===== src/slfr_defines.vh =====
`ifndef SLFR_DEFINES_VH
`define SLFR_DEFINES_VH

// ==========================================================
// primitive codes on the dword path (abstract ids, 4 bits)
// ==========================================================
`define SLFR_PW          4
`define SLFR_P_NONE      4'h0
`define SLFR_P_SYNC      4'h1
`define SLFR_P_X_RDY     4'h2
`define SLFR_P_R_RDY     4'h3
`define SLFR_P_SOF       4'h4
`define SLFR_P_EOF       4'h5
`define SLFR_P_WTRM      4'h6
`define SLFR_P_R_OK      4'h7
`define SLFR_P_R_ERR     4'h8
`define SLFR_P_R_IP      4'h9
`define SLFR_P_HOLD      4'ha
`define SLFR_P_HOLDA     4'hb
`define SLFR_P_DMAT      4'hc
`define SLFR_P_CRC       4'hd

// ==========================================================
// state codes
// ==========================================================
`define SLFR_SW          4
`define SLFR_S_IDLE      4'h0
`define SLFR_S_SENDCRC   4'h1
`define SLFR_S_SENDEOF   4'h2
`define SLFR_S_WAIT      4'h3
`define SLFR_S_CHKRDY    4'h4
`define SLFR_S_WAITFIFO  4'h5
`define SLFR_S_RCVDATA   4'h6
`define SLFR_S_HOLD      4'h7
`define SLFR_S_SENDHOLD  4'h8
`define SLFR_S_RCVEOF    4'h9
`define SLFR_S_BADEND    4'ha
`define SLFR_S_NOCOMM    4'hb

// ==========================================================
// crc
// ==========================================================
`define SLFR_CRC_INIT    32'h52325032
`define SLFR_CRC_POLY    32'h04c11db7

`endif


===== src/slfr_fifo.v =====
`timescale 1ns/100ps
`default_nettype none

// ==========================================================
// small receive fifo, back-pressure on s_ready_o
// ==========================================================
module slfr_fifo #(
    parameter WIDTH = 32,
    parameter DEPTH = 4,
    parameter AW    = 2
) (
    input  wire             mclk_i,
    input  wire             rst_i,
    input  wire [WIDTH-1:0] s_data_i,
    input  wire             s_valid_i,
    output wire             s_ready_o,
    output wire [WIDTH-1:0] m_data_o,
    output wire             m_valid_o,
    input  wire             m_ready_i,
    output wire [AW:0]      level_o
);
    reg [WIDTH-1:0] mem [0:DEPTH-1];
    reg [AW-1:0]    wp_q;
    reg [AW-1:0]    rp_q;
    reg [AW:0]      cnt_q;
    wire            wr = s_valid_i && s_ready_o;
    wire            rd = m_valid_o && m_ready_i;

    assign s_ready_o = (cnt_q != DEPTH[AW:0]);
    assign m_valid_o = (cnt_q != {(AW+1){1'b0}});
    assign m_data_o  = mem[rp_q];
    assign level_o   = cnt_q;

    always @(posedge mclk_i) begin
        if (wr) begin
            mem[wp_q] <= s_data_i;
        end
    end

    always @(posedge mclk_i or posedge rst_i) begin
        if (rst_i) begin
            wp_q  <= {AW{1'b0}};
            rp_q  <= {AW{1'b0}};
            cnt_q <= {(AW+1){1'b0}};
        end else begin
            if (wr) begin
                wp_q <= wp_q + 1'b1;
            end
            if (rd) begin
                rp_q <= rp_q + 1'b1;
            end
            if (wr && !rd) begin
                cnt_q <= cnt_q + 1'b1;
            end else if (rd && !wr) begin
                cnt_q <= cnt_q - 1'b1;
            end
        end
    end
endmodule

`default_nettype wire


===== src/slfr_link.v =====
// Overview of operation
// - data done: send frame crc, then eof
// - sync in crc/eof state: error, idle
// - send eof, then wait for result
// - wait state sends wtrm, stays otherwise
// - r_ok while waiting: success, idle
// - r_err or sync while waiting: fail, idle
// - phy not ready outside idle: fail, no-comm error
// - x_rdy: send r_rdy, await sof
// - sof while ready moves to receive
// - unexpected words abort ready/fifo-wait states
// - x_rdy with fifo not empty: send sync
// - fifo wait: x_rdy plus empty fifo leaves
// - received data goes to fifo and crc
// - receiving sends r_ip, or dmat on request
// - low fifo room enters hold state
// - received hold enters hold-acknowledge state
// - received eof enters crc check state
// - received wtrm in receive-data state goes to bad end
// - sync while receiving: abort, idle
// - host pending control frame abandons reception
// - hold state sends hold, still accepts data
// - hold exit on room; hold to acknowledge
// - eof state checks crc, sends r_ip
// - hold-acknowledge sends holda or dmat
`timescale 1ns/100ps
`default_nettype none
`include "slfr_defines.vh"

module slfr_link #(
    parameter DW       = 32,
    parameter HEADROOM = 2
) (
    input  wire          mclk_i,
    input  wire          rst_i,
    input  wire          phy_rdy_i,
    input  wire          rx_is_prim_i,
    input  wire [3:0]    rx_prim_i,
    input  wire [DW-1:0] rx_data_i,
    input  wire          rx_valid_i,
    output reg           tx_is_prim_o,
    output reg  [3:0]    tx_prim_o,
    output reg  [DW-1:0] tx_data_o,
    input  wire          tp_tx_start_i,
    input  wire          tp_tx_done_i,
    input  wire          tp_dmat_req_i,
    input  wire          tp_ctrl_pend_i,
    output reg           tp_tx_ok_o,
    output reg           tp_tx_fail_o,
    output reg           tp_illegal_o,
    output reg           tp_rx_abort_o,
    output reg           tp_nocomm_o,
    output reg           tp_crc_ok_o,
    output reg           tp_crc_bad_o,
    output reg  [3:0]    state_o,
    output wire [DW-1:0] rd_data_o,
    output wire          rd_valid_o,
    input  wire          rd_ready_i
);
    // ======================================================
    // crc step, one dword per clock
    // ======================================================
    function [31:0] crc_step;
        input [31:0] c;
        input [31:0] d;
        integer      k;
        reg   [31:0] r;
        begin
            r = c;
            for (k = 31; k >= 0; k = k - 1) begin
                r = (r[31] ^ d[k]) ? ((r << 1) ^ `SLFR_CRC_POLY) : (r << 1);
            end
            crc_step = r;
        end
    endfunction

    // ======================================================
    // receive fifo
    // ======================================================
    wire       fifo_ready;
    wire [2:0] fifo_level;
    reg        push;

    slfr_fifo #(
        .WIDTH (DW),
        .DEPTH (4),
        .AW    (2)
    ) u_fifo (
        .mclk_i    (mclk_i),
        .rst_i     (rst_i),
        .s_data_i  (rx_data_i),
        .s_valid_i (push),
        .s_ready_o (fifo_ready),
        .m_data_o  (rd_data_o),
        .m_valid_o (rd_valid_o),
        .m_ready_i (rd_ready_i),
        .level_o   (fifo_level)
    );

    // hold is raised with headroom left so in-flight dwords still fit
    wire room     = (fifo_level <= (3'd4 - HEADROOM[2:0]));
    wire fifo_emp = (fifo_level == 3'd0);

    // ======================================================
    // state machine
    // ======================================================
    reg [3:0]  st_q;
    reg [3:0]  st_d;
    reg [31:0] crc_q;
    reg [31:0] crc_d;
    reg [31:0] rxcrc_q;
    reg [31:0] rxcrc_d;
    reg        ok_d;
    reg        fail_d;
    reg        ill_d;
    reg        abt_d;
    reg        ncm_d;
    reg        cok_d;
    reg        cbad_d;

    wire rv   = rx_valid_i;
    wire prim = rx_is_prim_i;
    wire p_sync  = rv && prim && (rx_prim_i == `SLFR_P_SYNC);
    wire p_xrdy  = rv && prim && (rx_prim_i == `SLFR_P_X_RDY);
    wire p_sof   = rv && prim && (rx_prim_i == `SLFR_P_SOF);
    wire p_eof   = rv && prim && (rx_prim_i == `SLFR_P_EOF);
    wire p_wtrm  = rv && prim && (rx_prim_i == `SLFR_P_WTRM);
    wire p_rok   = rv && prim && (rx_prim_i == `SLFR_P_R_OK);
    wire p_rerr  = rv && prim && (rx_prim_i == `SLFR_P_R_ERR);
    wire p_hold  = rv && prim && (rx_prim_i == `SLFR_P_HOLD);
    wire is_data = rv && !prim;

    always @* begin
        st_d    = st_q;
        crc_d   = crc_q;
        rxcrc_d = rxcrc_q;
        push    = 1'b0;
        ok_d    = 1'b0;
        fail_d  = 1'b0;
        ill_d   = 1'b0;
        abt_d   = 1'b0;
        ncm_d   = 1'b0;
        cok_d   = 1'b0;
        cbad_d  = 1'b0;
        if (!phy_rdy_i && st_q != `SLFR_S_IDLE && st_q != `SLFR_S_NOCOMM) begin
            ncm_d = 1'b1;
            fail_d = 1'b1;
            st_d = `SLFR_S_NOCOMM;
        end else begin
            case (st_q)
                `SLFR_S_IDLE: begin
                    crc_d = `SLFR_CRC_INIT;
                    if (tp_tx_start_i && tp_tx_done_i) begin
                        st_d = `SLFR_S_SENDCRC;
                    end else if (p_xrdy) begin
                        st_d = fifo_emp ? `SLFR_S_CHKRDY : `SLFR_S_WAITFIFO;
                    end
                end
                `SLFR_S_SENDCRC: begin
                    if (p_sync) begin
                        ill_d = 1'b1;
                        fail_d = 1'b1;
                        st_d = `SLFR_S_IDLE;
                    end else begin
                        st_d = `SLFR_S_SENDEOF;
                    end
                end
                `SLFR_S_SENDEOF: begin
                    if (p_sync) begin
                        ill_d = 1'b1;
                        fail_d = 1'b1;
                        st_d = `SLFR_S_IDLE;
                    end else begin
                        st_d = `SLFR_S_WAIT;
                    end
                end
                `SLFR_S_WAIT: begin
                    if (p_rok) begin
                        ok_d = 1'b1;
                        st_d = `SLFR_S_IDLE;
                    end else if (p_rerr || p_sync) begin
                        fail_d = 1'b1;
                        st_d = `SLFR_S_IDLE;
                    end
                end
                `SLFR_S_CHKRDY: begin
                    if (p_sof) begin
                        crc_d = `SLFR_CRC_INIT;
                        st_d = `SLFR_S_RCVDATA;
                    end else if (rv && !p_xrdy) begin
                        abt_d = 1'b1;
                        st_d = `SLFR_S_IDLE;
                    end
                end
                `SLFR_S_WAITFIFO: begin
                    if (p_xrdy && fifo_emp) begin
                        st_d = `SLFR_S_CHKRDY;
                    end else if (rv && !p_xrdy) begin
                        abt_d = 1'b1;
                        st_d = `SLFR_S_IDLE;
                    end
                end
                `SLFR_S_RCVDATA, `SLFR_S_HOLD, `SLFR_S_SENDHOLD: begin
                    if (is_data) begin
                        push = 1'b1;
                        crc_d = crc_step(crc_q, rx_data_i);
                        rxcrc_d = rx_data_i;
                    end
                    if (p_sync) begin
                        abt_d = 1'b1;
                        st_d = `SLFR_S_IDLE;
                    end else if (p_eof) begin
                        st_d = `SLFR_S_RCVEOF;
                    end else if (p_wtrm && st_q == `SLFR_S_RCVDATA) begin
                        st_d = `SLFR_S_BADEND;
                    end else if (st_q == `SLFR_S_HOLD) begin
                        if (room && p_hold) begin
                            st_d = `SLFR_S_SENDHOLD;
                        end else if (room && rv) begin
                            st_d = `SLFR_S_RCVDATA;
                        end
                    end else if (!room) begin
                        st_d = `SLFR_S_HOLD;
                    end else if (p_hold) begin
                        st_d = `SLFR_S_SENDHOLD;
                    end else if (rv && st_q == `SLFR_S_SENDHOLD) begin
                        st_d = `SLFR_S_RCVDATA;
                    end
                end
                `SLFR_S_RCVEOF: begin
                    // last dword before eof carried the crc
                    if (crc_q == 32'h00000000 || rxcrc_q == 32'h00000000) begin
                        cok_d = 1'b1;
                    end else begin
                        cbad_d = 1'b1;
                    end
                    st_d = `SLFR_S_IDLE;
                end
                `SLFR_S_BADEND: begin
                    if (p_sync) begin
                        st_d = `SLFR_S_IDLE;
                    end
                end
                `SLFR_S_NOCOMM: begin
                    if (phy_rdy_i) begin
                        st_d = `SLFR_S_IDLE;
                    end
                end
                default: begin
                    st_d = `SLFR_S_IDLE;
                end
            endcase
        end
    end

    // ======================================================
    // transmit word selection
    // ======================================================
    // pending control frame drops a receive back to idle
    wire [3:0] st_n = (tp_ctrl_pend_i && st_d != `SLFR_S_NOCOMM) ?
                      `SLFR_S_IDLE : st_d;
    reg [3:0] txp_d;
    always @* begin
        case (st_n)
            `SLFR_S_SENDCRC:  txp_d = `SLFR_P_CRC;
            `SLFR_S_SENDEOF:  txp_d = `SLFR_P_EOF;
            `SLFR_S_WAIT:     txp_d = `SLFR_P_WTRM;
            `SLFR_S_CHKRDY:   txp_d = `SLFR_P_R_RDY;
            `SLFR_S_WAITFIFO: txp_d = `SLFR_P_SYNC;
            `SLFR_S_RCVDATA:  txp_d = tp_dmat_req_i ? `SLFR_P_DMAT : `SLFR_P_R_IP;
            `SLFR_S_HOLD:     txp_d = `SLFR_P_HOLD;
            `SLFR_S_SENDHOLD: txp_d = tp_dmat_req_i ? `SLFR_P_DMAT : `SLFR_P_HOLDA;
            `SLFR_S_RCVEOF:   txp_d = `SLFR_P_R_IP;
            `SLFR_S_BADEND:   txp_d = `SLFR_P_R_ERR;
            default:          txp_d = `SLFR_P_SYNC;
        endcase
    end

    // ======================================================
    // registers
    // ======================================================
    always @(posedge mclk_i or posedge rst_i) begin
        if (rst_i) begin
            st_q          <= `SLFR_S_IDLE;
            crc_q         <= `SLFR_CRC_INIT;
            rxcrc_q       <= 32'h00000000;
            tx_is_prim_o  <= 1'b1;
            tx_prim_o     <= `SLFR_P_SYNC;
            tx_data_o     <= {DW{1'b0}};
            tp_tx_ok_o    <= 1'b0;
            tp_tx_fail_o  <= 1'b0;
            tp_illegal_o  <= 1'b0;
            tp_rx_abort_o <= 1'b0;
            tp_nocomm_o   <= 1'b0;
            tp_crc_ok_o   <= 1'b0;
            tp_crc_bad_o  <= 1'b0;
            state_o       <= `SLFR_S_IDLE;
        end else begin
            st_q          <= st_n;
            crc_q         <= crc_d;
            rxcrc_q       <= rxcrc_d;
            tx_is_prim_o  <= (txp_d != `SLFR_P_CRC);
            tx_prim_o     <= txp_d;
            tx_data_o     <= (txp_d == `SLFR_P_CRC) ? crc_q : {DW{1'b0}};
            tp_tx_ok_o    <= ok_d;
            tp_tx_fail_o  <= fail_d;
            tp_illegal_o  <= ill_d;
            tp_rx_abort_o <= abt_d;
            tp_nocomm_o   <= ncm_d;
            tp_crc_ok_o   <= cok_d;
            tp_crc_bad_o  <= cbad_d;
            state_o       <= st_n;
        end
    end
endmodule

`default_nettype wire


===== config.mk =====
export PLATFORM = sky130hd
export DESIGN_NAME = slfr_link
export DESIGN_NICKNAME = d
export VERILOG_FILES = /design/src/slfr_fifo.v /design/src/slfr_link.v
export VERILOG_INCLUDE_DIRS = /design/src /design/src/src
export SDC_FILE = /design/constraint.sdc
export NUM_CORES = 1
export LEC_CHECK = 0
export ABC_CLOCK_PERIOD_IN_PS = 8500
export BUFFER_PORTS_ARGS = -buffer_cell sky130_fd_sc_hd__buf_2
export CORE_ASPECT_RATIO = 1.75
export CORE_MARGIN = 2
export CORE_UTILIZATION = 25
export CTS_BUF_LIST = sky130_fd_sc_hd__clkbuf_2 sky130_fd_sc_hd__clkbuf_4 sky130_fd_sc_hd__clkbuf_8
export DETAILED_ROUTE_END_ITERATION = 10
export GPL_ROUTABILITY_DRIVEN = 0
export REMOVE_ABC_BUFFERS = 1
export SETUP_SLACK_MARGIN = 0.4
export SKIP_LAST_GASP = 1
export SLEW_MARGIN = 20
export SYNTH_ARGS = -nofsm -noshare
export SYNTH_HDL_FRONTEND = slang
export SYNTH_SLANG_ARGS = --single-unit

===== constraint.sdc =====
create_clock -name mclk_i -period 8.5 [get_ports mclk_i]
set_clock_uncertainty 0.05 [all_clocks]
set_input_delay 1.275 -clock mclk_i [delete_from_list [all_inputs] [get_ports mclk_i]]
set_output_delay 1.275 -clock mclk_i [all_outputs]
set_load 0.05 [all_outputs]

==> results.cfg <==
[hold_path]
hold_class = reg -> reg
hold_path_startpoint = rxcrc_q[10]$_DFFE_PP0P_

[clock_network]
cts_tree = done
cts_sinks = 247
cts_root_buf = clkbuf_8
ctsHoldBuffers = 0
cts_setup_buffers = 0
numCtsBuffers = 36
clk_latency_ns = 0.56
path_clk_slew_ns = 0.07
clockBufferDepth = 3
cts_htree_levels = 2
cts_resized = 0

[logic_synthesis]
synth_compound_area_share_pct = 4.37
muxShareOfSynthArea_pct = 5.56
syn_area_um2 = 13200
syn-instance-count = 940
synth_top_area_share_pct = 29.2
yosys_warnings = 0
synth-seq-cells = 247
synth-async-reset-ratio_pct = 48.2
synthSimpleGateAreaFrac_pct = 9.68
synth_fa_ha_area_share_pct = 0.628
ys_seq_area_share_pct = 52.0
synth_edf_count = 128
syn_area_per_cell_um2 = 14.0
ys_types = 68
synth-xor-area-share_pct = 26.3
ys.flop_type = edfxtp_1
yosysTopAreaCell = edfxtp_1
synth_area_leaders = edfxtp_1, dfrtp_1, xnor2_1
synth_top_family_by_area = XOR/XNOR gates

[floorplan]
rows = 111
die_h_um = 307
initial_core_util_pct = 25.2
die_area_um2 = 54600
core_um2 = 52200
pin_count = 127
die_x_um = 177

[worst_setup_path]
rr_startpoint = crc_q[27]$_DFFE_PP0P_
cp.required_ns = 8.91
critPathCaptureType = flip-flop
cp.arrival_ns = 5.29
cp-startpoint = rx_data_i[22]
worstSetupPathType = in -> reg
path_max_fanout = 6
start_kind = input port

[global_route]
grt_pass1_vias = 8677
overflow = 0
antenna_found_initial = 5
track_usage_pct = 14.0
grt_max_degree = 68
grt_first_pass_wirelength_um = 56200

[detailed_routing]
drc = 0
ant_nets = 0
route.met3.wl_um = 1470
wl_met2_um = 21200
highest_layer = met5
wl_per_cell_um = 21.1
vias_per_cell = 4.45
route.vias.total = 7965
wl_met1_um = 12800
drt_first_iter_violations = 479
routed_wl_um = 37700
firstDrtPassIters = 5

[sta]
hold_violations = 0
period_share_pct = 57.3
rsz0062_at_grt = no
finalSetupViolations = 0
drv_slew = 0
max_freq_mhz = 205
finalWorstSetupSlack_ns = 3.63
fin_tns_setup_ns = 0
layout_min_cycle_time_ns = 4.87
worst_pin_slew_ns = 1.09
slew_headroom_pct = 26.6
whs_ns = 0.428

[layout]
syn2layout_area_growth_pct = 16.9
multiInputGateArea_um2 = 6140
final.fill_count = 5356
finalNonFillerCells = 1788
nNetsFinal = 1133
seqCellArea_um2 = 6840
layout-drive-gt1-share_pct = 28.0

[outcome]
status = complete, no violations

[flow_run]
drv_cap = 0

[placed_design]
place_inst = 1721
io_buffers = 126
hpwlAfterDp_um = 27800
post-place-ws_ns = 3.10
worst max-delay path: stages:
cell and delay (ns):
buf_2 0.15, xnor2_1 0.53, xnor3_2 0.46, xnor3_2 0.40, xnor2_1 0.57, xor3_1 0.48, xnor2_2 0.47, xnor3_2 0.38
xnor3_1 0.37, o31ai_2 0.18
path summary, 6_finish.rpt:
kind,to,slack [ns],cells after the start
max,crc_q[8]$_DFFE_PP0P_,3.63,10
min,rxcrc_q[10]$_DFFE_PP0P_,0.43,2
max reg2reg,crc_q[13]$_DFFE_PP0P_,3.97,9
min reg2reg,rxcrc_q[10]$_DFFE_PP0P_,0.43,2
max in group asynchronous,u_fifo.rp_q[0]$_DFFE_PP0P_,6.29,3
min in group asynchronous,st_q[3]$_DFF_PP0_,0.82,2
state kept, by name (all words and copies together) (netlist names):
name,flops
tx_prim_o,4
tp_nocomm_o,1
u_fifo.mem,128
u_fifo.wp_q,2
tp_crc_ok_o,1
crc_q,32
tp_rx_abort_o,1
st_q,4
tp_tx_fail_o,1
tp_tx_ok_o,1
tp_illegal_o,1
tx_data_o,32
u_fifo.level_o,3
u_fifo.rp_q,2
tp_crc_bad_o,1
rxcrc_q,32
tx_is_prim_o,1
through the flow:
step           instance area [um^2]  utilization [%]
2_1_floorplan                 13000                -
3_3_place_gp                  14600             27.9
3_5_place_dp                  14600             27.9
4_1_cts                       15400             29.5
5_1_grt                       15400             29.5
6_report                      15400             29.5
cells by family after synthesis:
logic type / Yosys count
XOR/XNOR: 258
AND/OR/NAND/NOR: 263
adder cells (fa/ha/maj): 6
AO/OA/AOI/OAI: 89
buffers and inverters: 44
flip-flops: 247
multiplexers: 33
cells in the final DEF (no fill, tap or decap), types with 5 or more instances in the layout:
cell,synthesis,layout
xnor2_1,137,137
nand2_1,131,131
edfxtp_1,128,128
buf_2,0,126
dfrtp_1,106,105
clkbuf_8,3,39
and2_1,37,37
xor2_1,36,36
mux4_2,32,32
xnor3_1,27,27
o21ai_0,25,25
nor2_1,25,24
a21oi_1,19,19
nor4_1,20,19
xnor3_2,15,15
xnor2_4,14,14
xnor2_2,13,13
dfstp_2,13,13
inv_1,11,10
buf_4,0,10
nor2b_1,8,8
nand2b_1,8,8
clkbuf_4,0,7
nor3_1,7,6
clkinv_2,0,6
nand3b_1,5,5
xnor3_4,5,5
o21ai_1,5,5
a31oi_1,5,5
nand4_1,5,5
ha_1,5,5
area by class of cell:
class,instances,area share (%)
multi-input cells,649,39.9
clock inverters,20,1.41
repair buffers,136,4.59
diodes,1,0.0163
inverters,11,0.285
clock buffers,46,3.83
flip-flops and latches,247,44.5
well taps,678,5.51
synthesized netlist by cell type (2+ instances only):
cell type / instances
xnor2_1: 137
nand2_1: 131
edfxtp_1: 128
dfrtp_1: 106
and2_1: 37
xor2_1: 36
mux4_2: 32
xnor3_1: 27
clkbuf_1: 26
nor2_1: 25
o21ai_0: 25
nor4_1: 20
a21oi_1: 19
xnor3_2: 15
xnor2_4: 14
dfstp_2: 13
xnor2_2: 13
inv_1: 11
nand2b_1: 8
nor2b_1: 8
nor3_1: 7
a31oi_1: 5
ha_1: 5
nand3b_1: 5
nand4_1: 5
o21ai_1: 5
xnor3_4: 5
buf_1: 4
o22ai_1: 4
o31ai_1: 4
or3_1: 4
clkbuf_8: 3
nand3_1: 3
o31a_1: 3
xor2_2: 3
xor2_4: 3
xor3_1: 3
a22o_1: 2
nor4b_1: 2
o2111ai_1: 2
o211a_1: 2
o21a_1: 2
o31ai_2: 2
xor3_2: 2
metal layers:
layer,track usage (%),vias to the layer above
met5,0,-
li1,-,3603
met4,8.54,4
met2,26.8,203
met3,2.22,105
met1,13.8,4050
Power is left out: the tool's default activity adds up to more than one toggle a clock period on the data nets, which glitch-free logic cannot reach.
